[src/pcs_params.svh]
// Register map, field positions and reset values of the PWM clock scale and pair-join block
// Summary of operation
// - Joined four-five runs 16-bit out pin five
// - Joined two-three runs 16-bit out pin three
// - Joined zero-one runs 16-bit out pin one
// - Joined pair uses lower channel's settings
// - Clear join bit keeps two independent channels
// - Wait-stop bit halts prescaler clock in wait
// - Freeze-stop bit halts prescaler clock in freeze
// - Registers stay accessible during freeze mode
// - Factory test location unavailable, reads zero
// - Clock A down counter pulses at one, reloads
// - Pulse stream halved gives scaled clock A
// - Scale zero counts as 256
// - Scaled clock B built the same way
// - Scale write reloads its down counter at once
// - Clock select bit picks plain or scaled
// - Scale A at 0x08, scale B at 0x09
// - Control register at offset 0x05
`ifndef PCS_PARAMS_SVH
`define PCS_PARAMS_SVH

// Register indices; byte address is four times the index
`define PCS_IDX_CTL      6'h05
`define PCS_IDX_TEST     6'h06
`define PCS_IDX_SCALE_A  6'h08
`define PCS_IDX_SCALE_B  6'h09
`define PCS_IDX_CLKSEL   6'h20
`define PCS_IDX_STATUS   6'h21

// Control register fields
`define PCS_CTL_JOIN_LSB    4
`define PCS_CTL_WAIT_BIT    3
`define PCS_CTL_FREEZE_BIT  2
`define PCS_CTL_MASK        8'h7C
`define PCS_CLKSEL_MASK     8'h3F

// Status register fields
`define PCS_STAT_RUN_BIT    0
`define PCS_STAT_PHASE_A    1
`define PCS_STAT_PHASE_B    2

// Reset values
`define PCS_CTL_RESET       8'h00
`define PCS_SCALE_RESET     8'h00
`define PCS_CLKSEL_RESET    8'h00

`endif

[src/pcs_pkg.sv]
// Types shared by the PWM clock scale and pair-join block
`default_nettype none
package pcs_pkg;

	// One register byte
	typedef logic [7:0] pcs_byte_t;

	// One bit per channel
	typedef logic [5:0] pcs_chan_t;

	// Bus slave answer sequence
	typedef enum logic {
		PCS_BUS_IDLE,
		PCS_BUS_ANSWER
	} pcs_bus_e;

endpackage : pcs_pkg
`default_nettype wire

[src/pcs_scaler.sv]
// Scaled clock generator: reloadable down counter followed by a divide by two
`timescale 1ns/1ps
`default_nettype none
module pcs_scaler #(
	parameter int WIDTH = 8                        // Down counter width
) (
	input  wire logic             clock_i,         // Bus clock
	input  wire logic             reset_i,         // Async reset, active high
	input  wire logic             tick_i,          // Input clock enable pulse
	input  wire logic             load_i,          // Scale register written
	input  wire logic [WIDTH-1:0] load_value_i,    // Value being written
	input  wire logic [WIDTH-1:0] scale_i,         // Current scale value
	output logic                  scaled_tick_o,   // Scaled clock enable pulse
	output logic                  phase_o          // Divide-by-two state
);

	logic [WIDTH-1:0] count_reg;                   // Down counter
	logic             phase_reg;                   // Divide-by-two flop
	logic             terminal;                    // Counter at one on a tick

	// A zero scale needs no special case: 0 wraps to all ones and counts the full range
	assign terminal = tick_i && (count_reg == WIDTH'(1));

	// Down counter; a write reloads at once so a new rate starts cleanly
	always_ff @(posedge clock_i or posedge reset_i) begin
		if (reset_i) begin
			count_reg <= '0;
		end else if (load_i) begin
			count_reg <= load_value_i;
		end else if (terminal) begin
			count_reg <= scale_i;
		end else if (tick_i) begin
			count_reg <= count_reg - WIDTH'(1);
		end
	end

	// Divide the terminal pulses by two
	always_ff @(posedge clock_i or posedge reset_i) begin
		if (reset_i) begin
			phase_reg <= 1'b0;
		end else if (terminal) begin
			phase_reg <= ~phase_reg;
		end
	end

	// One pulse per two terminal pulses, on the bus clock
	assign scaled_tick_o = terminal && phase_reg;
	assign phase_o       = phase_reg;
endmodule : pcs_scaler
`default_nettype wire

[src/pcs_pair_cfg.sv]
// Per-pair clock selection, join mapping and output pin routing
`timescale 1ns/1ps
`default_nettype none
module pcs_pair_cfg (
	input  wire logic             clock_i,        // Bus clock
	input  wire logic             reset_i,        // Async reset, active high
	input  wire logic [2:0]       join_i,         // Pair join bits
	input  wire pcs_pkg::pcs_chan_t sel_i,        // Clock select bits
	input  wire pcs_pkg::pcs_chan_t polarity_i,   // Channel polarity bits
	input  wire pcs_pkg::pcs_chan_t enable_i,     // Channel enable bits
	input  wire pcs_pkg::pcs_chan_t center_i,     // Center-aligned bits
	input  wire pcs_pkg::pcs_chan_t wave_i,       // Channel waveforms
	input  wire logic             tick_a_i,       // Clock A enable
	input  wire logic             tick_sa_i,      // Scaled clock A enable
	input  wire logic             tick_b_i,       // Clock B enable
	input  wire logic             tick_sb_i,      // Scaled clock B enable
	output pcs_pkg::pcs_chan_t    chan_tick_o,    // Counting clock per channel
	output pcs_pkg::pcs_chan_t    eff_polarity_o, // Effective polarity
	output pcs_pkg::pcs_chan_t    eff_enable_o,   // Effective enable
	output pcs_pkg::pcs_chan_t    eff_center_o,   // Effective center mode
	output pcs_pkg::pcs_chan_t    pwm_output_port_o // Output pins
);
	import pcs_pkg::*;

	genvar p;
	generate
		for (p = 0; p < 3; p++) begin : g_pair
			localparam int HI = 2 * p;                   // Upper byte channel
			localparam int LO = 2 * p + 1;               // Lower byte channel
			logic plain;                                 // Plain clock of this pair
			logic scaled;                                // Scaled clock of this pair
			logic sel_hi;                                // Select used by upper channel

			// The middle pair runs from clock B, the outer pairs from clock A
			assign plain  = (p == 1) ? tick_b_i : tick_a_i;
			assign scaled = (p == 1) ? tick_sb_i : tick_sa_i;

			// A joined pair counts both bytes on the lower channel's clock
			assign sel_hi = join_i[p] ? sel_i[LO] : sel_i[HI];
			assign chan_tick_o[LO] = sel_i[LO] ? scaled : plain;
			assign chan_tick_o[HI] = sel_hi ? scaled : plain;

			// Settings and pins are registered; the upper pin is quiet when joined
			always_ff @(posedge clock_i or posedge reset_i) begin
				if (reset_i) begin
					eff_polarity_o[HI +: 2]    <= 2'b00;
					eff_enable_o[HI +: 2]      <= 2'b00;
					eff_center_o[HI +: 2]      <= 2'b00;
					pwm_output_port_o[HI +: 2] <= 2'b00;
				end else if (join_i[p]) begin
					eff_polarity_o[HI +: 2]    <= {2{polarity_i[LO]}};
					eff_enable_o[HI +: 2]      <= {2{enable_i[LO]}};
					eff_center_o[HI +: 2]      <= {2{center_i[LO]}};
					pwm_output_port_o[HI +: 2] <= {wave_i[LO] & enable_i[LO], 1'b0};
				end else begin
					eff_polarity_o[HI +: 2]    <= polarity_i[HI +: 2];
					eff_enable_o[HI +: 2]      <= enable_i[HI +: 2];
					eff_center_o[HI +: 2]      <= center_i[HI +: 2];
					pwm_output_port_o[HI +: 2] <= wave_i[HI +: 2] & enable_i[HI +: 2];
				end
			end

		end
	endgenerate
endmodule : pcs_pair_cfg
`default_nettype wire

[src/pcs_top.sv]
// Top of the PWM clock scale and pair-join block with its Avalon-MM register slave
//
// Decided for this implementation: the Avalon-MM slave port.
`timescale 1ns/1ps
`default_nettype none
`include "pcs_params.svh"
module pcs_top (
	input  wire logic               clock_i,          // Bus clock, 125 MHz
	input  wire logic               reset_i,          // Async reset, active high
	input  wire logic [7:0]         address_i,        // Avalon byte address
	input  wire logic               read_i,           // Avalon read
	input  wire logic               write_i,          // Avalon write
	input  wire logic [31:0]        writedata_i,      // Avalon write data
	input  wire logic [3:0]         byteenable_i,     // Avalon byte enables
	output logic [31:0]             readdata_o,       // Avalon read data
	output logic                    waitrequest_o,    // Avalon wait request
	input  wire logic               wait_mode_i,      // Processor in wait mode
	input  wire logic               freeze_mode_i,    // Processor in freeze mode
	input  wire logic               clock_a_tick_i,   // Clock A enable from prescaler
	input  wire logic               clock_b_tick_i,   // Clock B enable from prescaler
	input  wire pcs_pkg::pcs_chan_t polarity_i,       // Channel polarity bits
	input  wire pcs_pkg::pcs_chan_t enable_i,         // Channel enable bits
	input  wire pcs_pkg::pcs_chan_t center_i,         // Center-aligned bits
	input  wire pcs_pkg::pcs_chan_t wave_i,           // Channel waveforms
	output logic                    prescaler_run_o,  // Prescaler input clock allowed
	output logic [2:0]              join_o,           // Pair join bits to counters
	output pcs_pkg::pcs_chan_t      chan_tick_o,      // Counting clock per channel
	output pcs_pkg::pcs_chan_t      eff_polarity_o,   // Effective polarity
	output pcs_pkg::pcs_chan_t      eff_enable_o,     // Effective enable
	output pcs_pkg::pcs_chan_t      eff_center_o,     // Effective center mode
	output pcs_pkg::pcs_chan_t      pwm_output_port_o // Output pins
);
	import pcs_pkg::*;

	// Register file
	pcs_byte_t   ctl_reg;          // Join, wait-stop and freeze-stop bits
	pcs_byte_t   scale_a_reg;      // Scale A value
	pcs_byte_t   scale_b_reg;      // Scale B value
	pcs_byte_t   clksel_reg;       // Per-channel clock select bits
	logic [31:0] readdata_reg;     // Read data snapshot
	pcs_bus_e    bus_state_reg;    // Bus answer state
	pcs_bus_e    bus_state_next;   // Next bus answer state

	// Bus decode
	logic        bus_req;          // A request is on the bus
	logic        bus_take;         // Request completes at this edge
	logic        wr_lane;          // Write to the low byte lane completes
	logic        wr_ctl;           // Control register written
	logic        wr_scale_a;       // Scale A written
	logic        wr_scale_b;       // Scale B written
	logic        wr_clksel;        // Clock select written
	pcs_byte_t   read_value;       // Byte selected for reading

	// Clock path
	logic        tick_a;           // Clock A after gating
	logic        tick_b;           // Clock B after gating
	logic        tick_sa;          // Scaled clock A enable
	logic        tick_sb;          // Scaled clock B enable
	logic        phase_a;          // Scaled A divider state
	logic        phase_b;          // Scaled B divider state
	logic        wait_stop_bit;    // Wait-stop control
	logic        freeze_stop_bit;  // Freeze-stop control

	// Address hits only on an aligned word at the given index
	function automatic logic pcs_hit(input logic [7:0] addr, input logic [5:0] idx);
		pcs_hit = (addr[7:2] == idx) && (addr[1:0] == 2'b00);
	endfunction : pcs_hit

	// Bus answer: every request waits exactly one cycle, then completes
	assign bus_req       = read_i | write_i;
	assign bus_take      = bus_req && (bus_state_reg == PCS_BUS_ANSWER);
	assign waitrequest_o = bus_req && (bus_state_reg != PCS_BUS_ANSWER);

	// Next answer state
	always_comb begin
		bus_state_next = bus_state_reg;
		unique case (bus_state_reg)
			PCS_BUS_IDLE: begin
				if (bus_req) begin // Request seen, answer next cycle
					bus_state_next = PCS_BUS_ANSWER;
				end
			end
			PCS_BUS_ANSWER: begin
				bus_state_next = PCS_BUS_IDLE; // Completed, back to idle
			end
		endcase
	end

	// Answer state register; it never depends on the PWM modes, so freeze keeps the bus alive
	always_ff @(posedge clock_i or posedge reset_i) begin
		if (reset_i) begin
			bus_state_reg <= PCS_BUS_IDLE;
		end else begin
			bus_state_reg <= bus_state_next;
		end
	end

	// Writes act only at the completing edge and only through the low byte lane
	assign wr_lane    = write_i && bus_take && byteenable_i[0];
	assign wr_ctl     = wr_lane && pcs_hit(address_i, `PCS_IDX_CTL);
	assign wr_scale_a = wr_lane && pcs_hit(address_i, `PCS_IDX_SCALE_A);
	assign wr_scale_b = wr_lane && pcs_hit(address_i, `PCS_IDX_SCALE_B);
	assign wr_clksel  = wr_lane && pcs_hit(address_i, `PCS_IDX_CLKSEL);

	// Control register; undescribed bits are held at zero
	always_ff @(posedge clock_i or posedge reset_i) begin
		if (reset_i) begin
			ctl_reg <= `PCS_CTL_RESET;
		end else if (wr_ctl) begin
			ctl_reg <= writedata_i[7:0] & `PCS_CTL_MASK;
		end
	end

	// Scale A register
	always_ff @(posedge clock_i or posedge reset_i) begin
		if (reset_i) begin
			scale_a_reg <= `PCS_SCALE_RESET;
		end else if (wr_scale_a) begin
			scale_a_reg <= writedata_i[7:0];
		end
	end

	// Scale B register
	always_ff @(posedge clock_i or posedge reset_i) begin
		if (reset_i) begin
			scale_b_reg <= `PCS_SCALE_RESET;
		end else if (wr_scale_b) begin
			scale_b_reg <= writedata_i[7:0];
		end
	end

	// Clock select register, one bit per channel
	always_ff @(posedge clock_i or posedge reset_i) begin
		if (reset_i) begin
			clksel_reg <= `PCS_CLKSEL_RESET;
		end else if (wr_clksel) begin
			clksel_reg <= writedata_i[7:0] & `PCS_CLKSEL_MASK;
		end
	end

	// Read mux; the factory test location and unmapped words read as zero
	always_comb begin
		read_value = 8'h00;
		if (pcs_hit(address_i, `PCS_IDX_CTL)) begin
			read_value = ctl_reg;
		end else if (pcs_hit(address_i, `PCS_IDX_SCALE_A)) begin
			read_value = scale_a_reg;
		end else if (pcs_hit(address_i, `PCS_IDX_SCALE_B)) begin
			read_value = scale_b_reg;
		end else if (pcs_hit(address_i, `PCS_IDX_CLKSEL)) begin
			read_value = clksel_reg;
		end else if (pcs_hit(address_i, `PCS_IDX_STATUS)) begin
			read_value = {5'b0_0000, phase_b, phase_a, prescaler_run_o};
		end else if (pcs_hit(address_i, `PCS_IDX_TEST)) begin
			read_value = 8'h00;
		end
	end

	// Read data is caught when the request is first seen and held through completion
	always_ff @(posedge clock_i or posedge reset_i) begin
		if (reset_i) begin
			readdata_reg <= 32'h0000_0000;
		end else if (read_i && (bus_state_reg == PCS_BUS_IDLE)) begin
			readdata_reg <= {24'h00_0000, read_value};
		end
	end
	assign readdata_o = readdata_reg;

	// Mode gating of the prescaler input clock
	assign wait_stop_bit   = ctl_reg[`PCS_CTL_WAIT_BIT];
	assign freeze_stop_bit = ctl_reg[`PCS_CTL_FREEZE_BIT];
	assign prescaler_run_o = !(wait_mode_i && wait_stop_bit)
		&& !(freeze_mode_i && freeze_stop_bit);

	// Gate the clock enables here too, so a late prescaler pulse cannot advance the scalers
	assign tick_a = clock_a_tick_i && prescaler_run_o;
	assign tick_b = clock_b_tick_i && prescaler_run_o;
	assign join_o = ctl_reg[`PCS_CTL_JOIN_LSB +: 3];

	// Scaled clock A: the write data goes straight into the counter on a write
	pcs_scaler #(
		.WIDTH (8)
	) u_scaler_a (
		.clock_i       (clock_i),
		.reset_i       (reset_i),
		.tick_i        (tick_a),
		.load_i        (wr_scale_a),
		.load_value_i  (writedata_i[7:0]),
		.scale_i       (scale_a_reg),
		.scaled_tick_o (tick_sa),
		.phase_o       (phase_a)
	);

	// Scaled clock B, same structure on clock B
	pcs_scaler #(
		.WIDTH (8)
	) u_scaler_b (
		.clock_i       (clock_i),
		.reset_i       (reset_i),
		.tick_i        (tick_b),
		.load_i        (wr_scale_b),
		.load_value_i  (writedata_i[7:0]),
		.scale_i       (scale_b_reg),
		.scaled_tick_o (tick_sb),
		.phase_o       (phase_b)
	);

	// Channel clock choice, pair joining and pin routing
	pcs_pair_cfg u_pair_cfg (
		.clock_i           (clock_i),
		.reset_i           (reset_i),
		.join_i            (join_o),
		.sel_i             (clksel_reg[5:0]),
		.polarity_i        (polarity_i),
		.enable_i          (enable_i),
		.center_i          (center_i),
		.wave_i            (wave_i),
		.tick_a_i          (tick_a),
		.tick_sa_i         (tick_sa),
		.tick_b_i          (tick_b),
		.tick_sb_i         (tick_sb),
		.chan_tick_o       (chan_tick_o),
		.eff_polarity_o    (eff_polarity_o),
		.eff_enable_o      (eff_enable_o),
		.eff_center_o      (eff_center_o),
		.pwm_output_port_o (pwm_output_port_o)
	);
endmodule : pcs_top
`default_nettype wire

[config.mk]
export PLATFORM = sky130hd
export DESIGN_NAME = pcs_top
export DESIGN_NICKNAME = d
export VERILOG_FILES = /design/src/pcs_pkg.sv /design/src/pcs_scaler.sv /design/src/pcs_pair_cfg.sv /design/src/pcs_top.sv
export VERILOG_INCLUDE_DIRS = /design/src
export SDC_FILE = /design/constraint.sdc
export NUM_CORES = 1
export LEC_CHECK = 0
export BUFFER_PORTS_ARGS = -buffer_cell sky130_fd_sc_hd__buf_2
export CORE_ASPECT_RATIO = 1.75
export CORE_UTILIZATION = 45
export CTS_CLUSTER_DIAMETER = 30
export CTS_CLUSTER_SIZE = 30
export DETAILED_ROUTE_END_ITERATION = 10
export PLACE_DENSITY = 0.81
export SYNTH_ARGS = -nofsm -noshare
export SYNTH_HDL_FRONTEND = slang
export SYNTH_HIERARCHICAL = 1
export SYNTH_SLANG_ARGS = --single-unit
[constraint.sdc]
create_clock -name clock_i -period 3.55 [get_ports clock_i]
set_clock_uncertainty 0.05 [all_clocks]
set_input_delay 0.355 -clock clock_i [delete_from_list [all_inputs] [get_ports clock_i]]
set_output_delay 0.355 -clock clock_i [all_outputs]
set_load 0.005 [all_outputs]
After elaboration in Yosys (flattened, before gate mapping) --
Index checks and enable logic that the tools add are counted.
Word-level totals: bits in registers 78, bits of input ports 76, logic and storage cells 103
Cells by class: add/subtract/negate cells 2, eq/ne operators 7, muxes and demuxes 34, bitwise logic cells 10, reduce and logical (&&, ||, !) cells 28
Operators by type and width (count):
- $mux 8 | 9
- $logic_and 1x1->1 | 23
- $mux 1 | 19
- $eq 8x1->1 const B | 2
- $sub 8x1->8 const B | 2
- $eq 6x4->1 const B | 2
- $eq 6x6->1 const B | 2
- $and 2x2->2 | 3
- $eq 6x3->1 const B | 1
- $mux 2 | 3
- $mux 6 | 1
- $reduce_bool 3->1 | 2
- $and 1x1->1 | 3
- $mux 3 | 1
- $not 1->1 | 3
- $logic_not 1->1 | 2
- $logic_not 2->1 | 1
- $pmux 1 s2 | 1
- $or 1x1->1 | 1

Logic depth before layout (Yosys ltp) --
word-level depth 8, mapped depth 8

Hierarchy --
Netlist, hierarchy kept.
By module, submodules not included:
- pcs_top | times used 1, cells an instance 179, area an instance 1928.1 µm², seq. area each 900.9 µm²
- pcs_scaler | times used 2, cells an instance 75, area an instance 638.1 µm², seq. area each 225.2 µm²
- pcs_pair_cfg | times used 1, cells an instance 49, area an instance 852.1 µm², seq. area each 600.6 µm²

Worst setup path after synthesis --
OpenSTA, ideal clock, no wires.
path kind reg-to-output, from register ctl_reg[2], to output port chan_tick_o[1], arrival 2.030 ns, data required time 3.145 ns, setup slack 1.115 ns, stages on the path, launching flop included 9, path buffers 2, cells stage by stage dfrtp_1 > a22oi_1 > and2_1 > clkbuf_1 > nand4bb_1 > or2_1 > buf_6 > nor2_1 > mux2_2
On the way: cells in the longest elaborated chain, start to end 7
Ends and longest elaborated chain:
- start: declaration | RTL line pcs_top.sv:36 | pcs_byte_t ctl_reg;
- start signal: assignment | RTL line pcs_top.sv:108 | ctl_reg <= `PCS_CTL_RESET;
- start signal: assignment | RTL line pcs_top.sv:110 | ctl_reg <= writedata_i[7:0] & `PCS_CTL_MASK;
- $logic_and 1x1->1 | RTL line pcs_top.sv:173 | && !(freeze_mode_i && freeze_stop_bit);
- $logic_not 1->1 | RTL line pcs_top.sv:173
- $logic_and 1x1->1 | RTL line pcs_top.sv:173
- named net prescaler_run_o | RTL line pcs_top.sv:25 | output logic prescaler_run_o,
- $logic_and 1x1->1 | RTL line pcs_top.sv:176 | assign tick_a = clock_a_tick_i && prescaler_run_o;
- named net tick_a | RTL line pcs_top.sv:55 | logic tick_a;
- $logic_and 1x1->1 | RTL line pcs_scaler.sv:22 | assign terminal = tick_i && (count_reg == WIDTH'(1));
- $logic_and 1x1->1 | RTL line pcs_scaler.sv:47 | assign scaled_tick_o = terminal && phase_reg;
- named net tick_sa | RTL line pcs_top.sv:57 | logic tick_sa;
- $mux 1 | RTL line pcs_pair_cfg.sv:40 | assign chan_tick_o[LO] = sel_i[LO] ? scaled : plain;
- end: declaration | RTL line pcs_top.sv:27 | output pcs_pkg::pcs_chan_t chan_tick_o,
The timed path passes the listed nets, and every way through them passes these cells.

Worst setup path in the final report --
from register ctl_reg[2], to output port chan_tick_o[5]
On the way: cells in the longest elaborated chain, start to end 7
Ends and longest elaborated chain (RTL line):
- $logic_and 1x1->1 | pcs_top.sv:173
- $logic_not 1->1 | pcs_top.sv:173
- $logic_and 1x1->1 | pcs_top.sv:173
- $logic_and 1x1->1 | pcs_top.sv:176
- named net tick_a | pcs_top.sv:55
- $logic_and 1x1->1 | pcs_scaler.sv:22
- $logic_and 1x1->1 | pcs_scaler.sv:47
- named net tick_sa | pcs_top.sv:57
- $mux 1 | pcs_pair_cfg.sv:40
The timed path passes the listed nets, and every way through them passes these cells.

==> flow_summary.toml <==
[synth]
synth-async-reset-ratio = 1.000
synth_cell_types = 53
synth_compound_area_frac = 0.1391
syn_inst = 378
synth_top_family_by_area = "compound AO/OA/AOI/OAI gates"
synth_top_area_cell = "dfrtp_1"
yosys.area_share.adder = 0.01234
synth_xor_area_frac = 0.01727
yosys_warnings = 6
synth_ff_type = "dfrtp_1"
synth_area_sq_mm = 0.004056
synth-seq-cells = 78
syn_avg_cell_area_sq_um = 10.73
synth-simple-area-share = 0.1351
synth_seq_area_share = 0.4812
synthTopCellsByArea = "dfrtp_1 48%, mux2_2 10%, buf_4 5.2%"
muxShareOfSynthArea = 0.1308
synth_edf_count = 0
synth_top_cell_area_share = 0.4812

[worst_setup_path]
end_kind = "output port"
path_cells = "a22oi_1 -> and2_1 -> nand4bb_1 -> or2_1 -> nor2_1 -> mux2_2 -> buf_2"
critPathSlowestCell = "a22oi_1"
crit_path_start_kind = "flop"
critPathKind = "reg -> out"
critPathRequiredTime_ns = 3.14
cp_max_fo = 9
critPathArrivalTime_ns = 2.82
cpPeakStageDelay_ns = 0.57
rrSetupSlack_ns = 1.14

[clock_network]
cts.sinks = 78
ctsResizeCount = 0
cts_tree = "yes"
cts_buffer_depth = 2
holdBufCountCts = 1
path_clk_slew_ns = 0.06
root_buffer = "clkbuf_16"
cts_buffers = 9
htreeDepth = 3
postCtsSetupRepairBufs = 0
clock_latency_ns = 0.34

[detailed_routing]
wl_um = 9969
postRouteAntennaNets = 0
num_vias = 3256
dr.pass1.iters = 4
wl_per_cell_um = 16.95
viasPerCell = 5.537
remaining_drc_errors = 0
first_iter_violations = 200

[timing]
max_freq_mhz = 310.2
max-slew-margin-rel = 0.4330
fin_ws_ns = 0.3266
period_needed_ns = 3.223
tns_ns = 0
hold_viol = 0
fin_crit_sh = 0.9080
final_max_slew_viol_count = 0
setup_viol = 0
worst_pin_slew_ns = 0.8495
rsz0062_at_grt = "false"

[cells_and_area]
drive_above_1_share = 0.3418
n_fill_cell = 716
antenna_cells = 0
multi_input_area_sq_mm = 0.001859
area_growth_pct = 19.56
ff_latch_area_sq_mm = 0.001952
nets = 547

[pwr]
power.density_mw_per_mm2 = 569.4
leakage_nw = 2.338
power_mw = 2.762
vdd_drop_max_mv = 0.2755

[job]
cap_violations = 0

[placement]
hpwl_um = 7514
io_buffer_count = 91
place_congestion = 0.9248
pre_cts_slack_ns = 0.6773

[global_route]
grtUsageTotal = 0.2254
overflow = 0
grt_pass1_wl_um = 15570
grt_pass1_vias = 3217
grt_max_degree = 25
antenna_found_initial = 0

[floorplanning]
core_sq_mm = 0.008727
die_h_um = 127.6
rows = 45
die-area_sq_mm = 0.009413
die_w_um = 73.77
num_io_pins = 143
initial_core_util = 0.4648

[status]
status = "finished clean"

[min_path]
hp-class = "in -> reg"
[final cells by class]
| type | count | share of cell area |
|---|---|---|
| Inverter | 16 | 0.01238 |
| Clock buffer | 9 | 0.04644 |
| Tap cell | 117 | 0.03019 |
| Clock inverter | 6 | 0.02296 |
| Sequential cell | 78 | 0.4025 |
| Multi-Input combinational cell | 266 | 0.3834 |
| Timing Repair Buffer | 96 | 0.1022 |
[where the power goes]
part           leakage, nW  internal [mW]  switching (mW)
clock network        0.161          0.682           0.356
registers             1.00           1.00           0.121
logic                 1.17          0.282           0.321
[placed cells by master, fill, tap and decap left out, types with 7 or more instances in the layout]
cell       count
nand3_1       10
clkbuf_16      9
a21oi_1       20
nand2_1       11
a22oi_1        7
mux2i_1        8
dfrtp_1       78
conb_1        24
o21ai_0       35
mux2_2        37
nor2_1        11
inv_1         16
buf_2         91
nor3b_1        8
and2_1         8
[cell families (layout without fill, tap and decap cells)]
| kind of cell | after synthesis | in the layout |
|---|---|---|
| other | 1 | 24 |
| xor gates and xnor gates | 8 | 8 |
| buffers and inverters | 57 | 127 |
| DFF | 78 | 78 |
| muxes | 48 | 48 |
| adders and majority gates | 4 | 4 |
| and+or+nand+nor | 87 | 87 |
| AOI/OAI and AO/OA | 95 | 95 |
[critical path, delay by kind of cell, from the launching register on]
family,cells,cell delay [ns]
buf+inv,1,0.10
flops,1,0.40
simple gates,4,1.20
mux,1,0.20
compound gates,1,0.57
[cells in the mapped netlist, types with 5 or more instances]
cell type	count
inv_1	16
and2_1	8
xnor2_1	6
nor2_1	11
a21oi_1	20
nor3b_1	8
nand2_1	11
dfrtp_1	78
o21ai_0	35
nand2b_1	5
mux2i_1	8
a22oi_1	7
nor3_1	5
o22ai_1	6
nand3_1	10
mux2_2	37
clkbuf_1	7
buf_4	28
[through the flow]
step / instance area [sq um] / hold slack, ns / instances / utilization
after CTS: 4850 / 0.07690 / 588 / 0.5557
after floorplan: 4143 / 0.1329 / 401 / -
after detailed placement: 4503 / 0.3513 / 572 / 0.5160
final: 4850 / 0.07456 / 588 / 0.5557
after global routing: 4850 / 0.07763 / 588 / 0.5557
after global placement: 4503 / 0.3448 / 572 / 0.5160
[metal layers]
| metal | wire length [um] | global-route usage | vias to the layer above |
|---|---|---|---|
| met5 | 0 | 0 | - |
| met4 | 536 | 0.1505 | 0 |
| met3 | 584 | 0.05521 | 33 |
| met2 | 5298 | 0.3988 | 155 |
| met1 | 3550 | 0.2251 | 1578 |
| li1 | - | - | 1490 |
[path summary, 6_finish.rpt]
path,from,endpoint,cells after the start
worst max-delay path,ctl_reg[2],chan_tick_o[5],7
worst min-delay path,center_i[1],u_pair_cfg/eff_center_o[1],1
worst max register to register,ctl_reg[2],u_scaler_b/count_reg[1],6
worst min register to register,bus_state_reg,bus_state_reg,1
max in group asynchronous,reset_i,readdata_o[3],4
min in group asynchronous,reset_i,u_scaler_b/count_reg[4],3
Note: power is estimated with default switching activity, not from simulation.
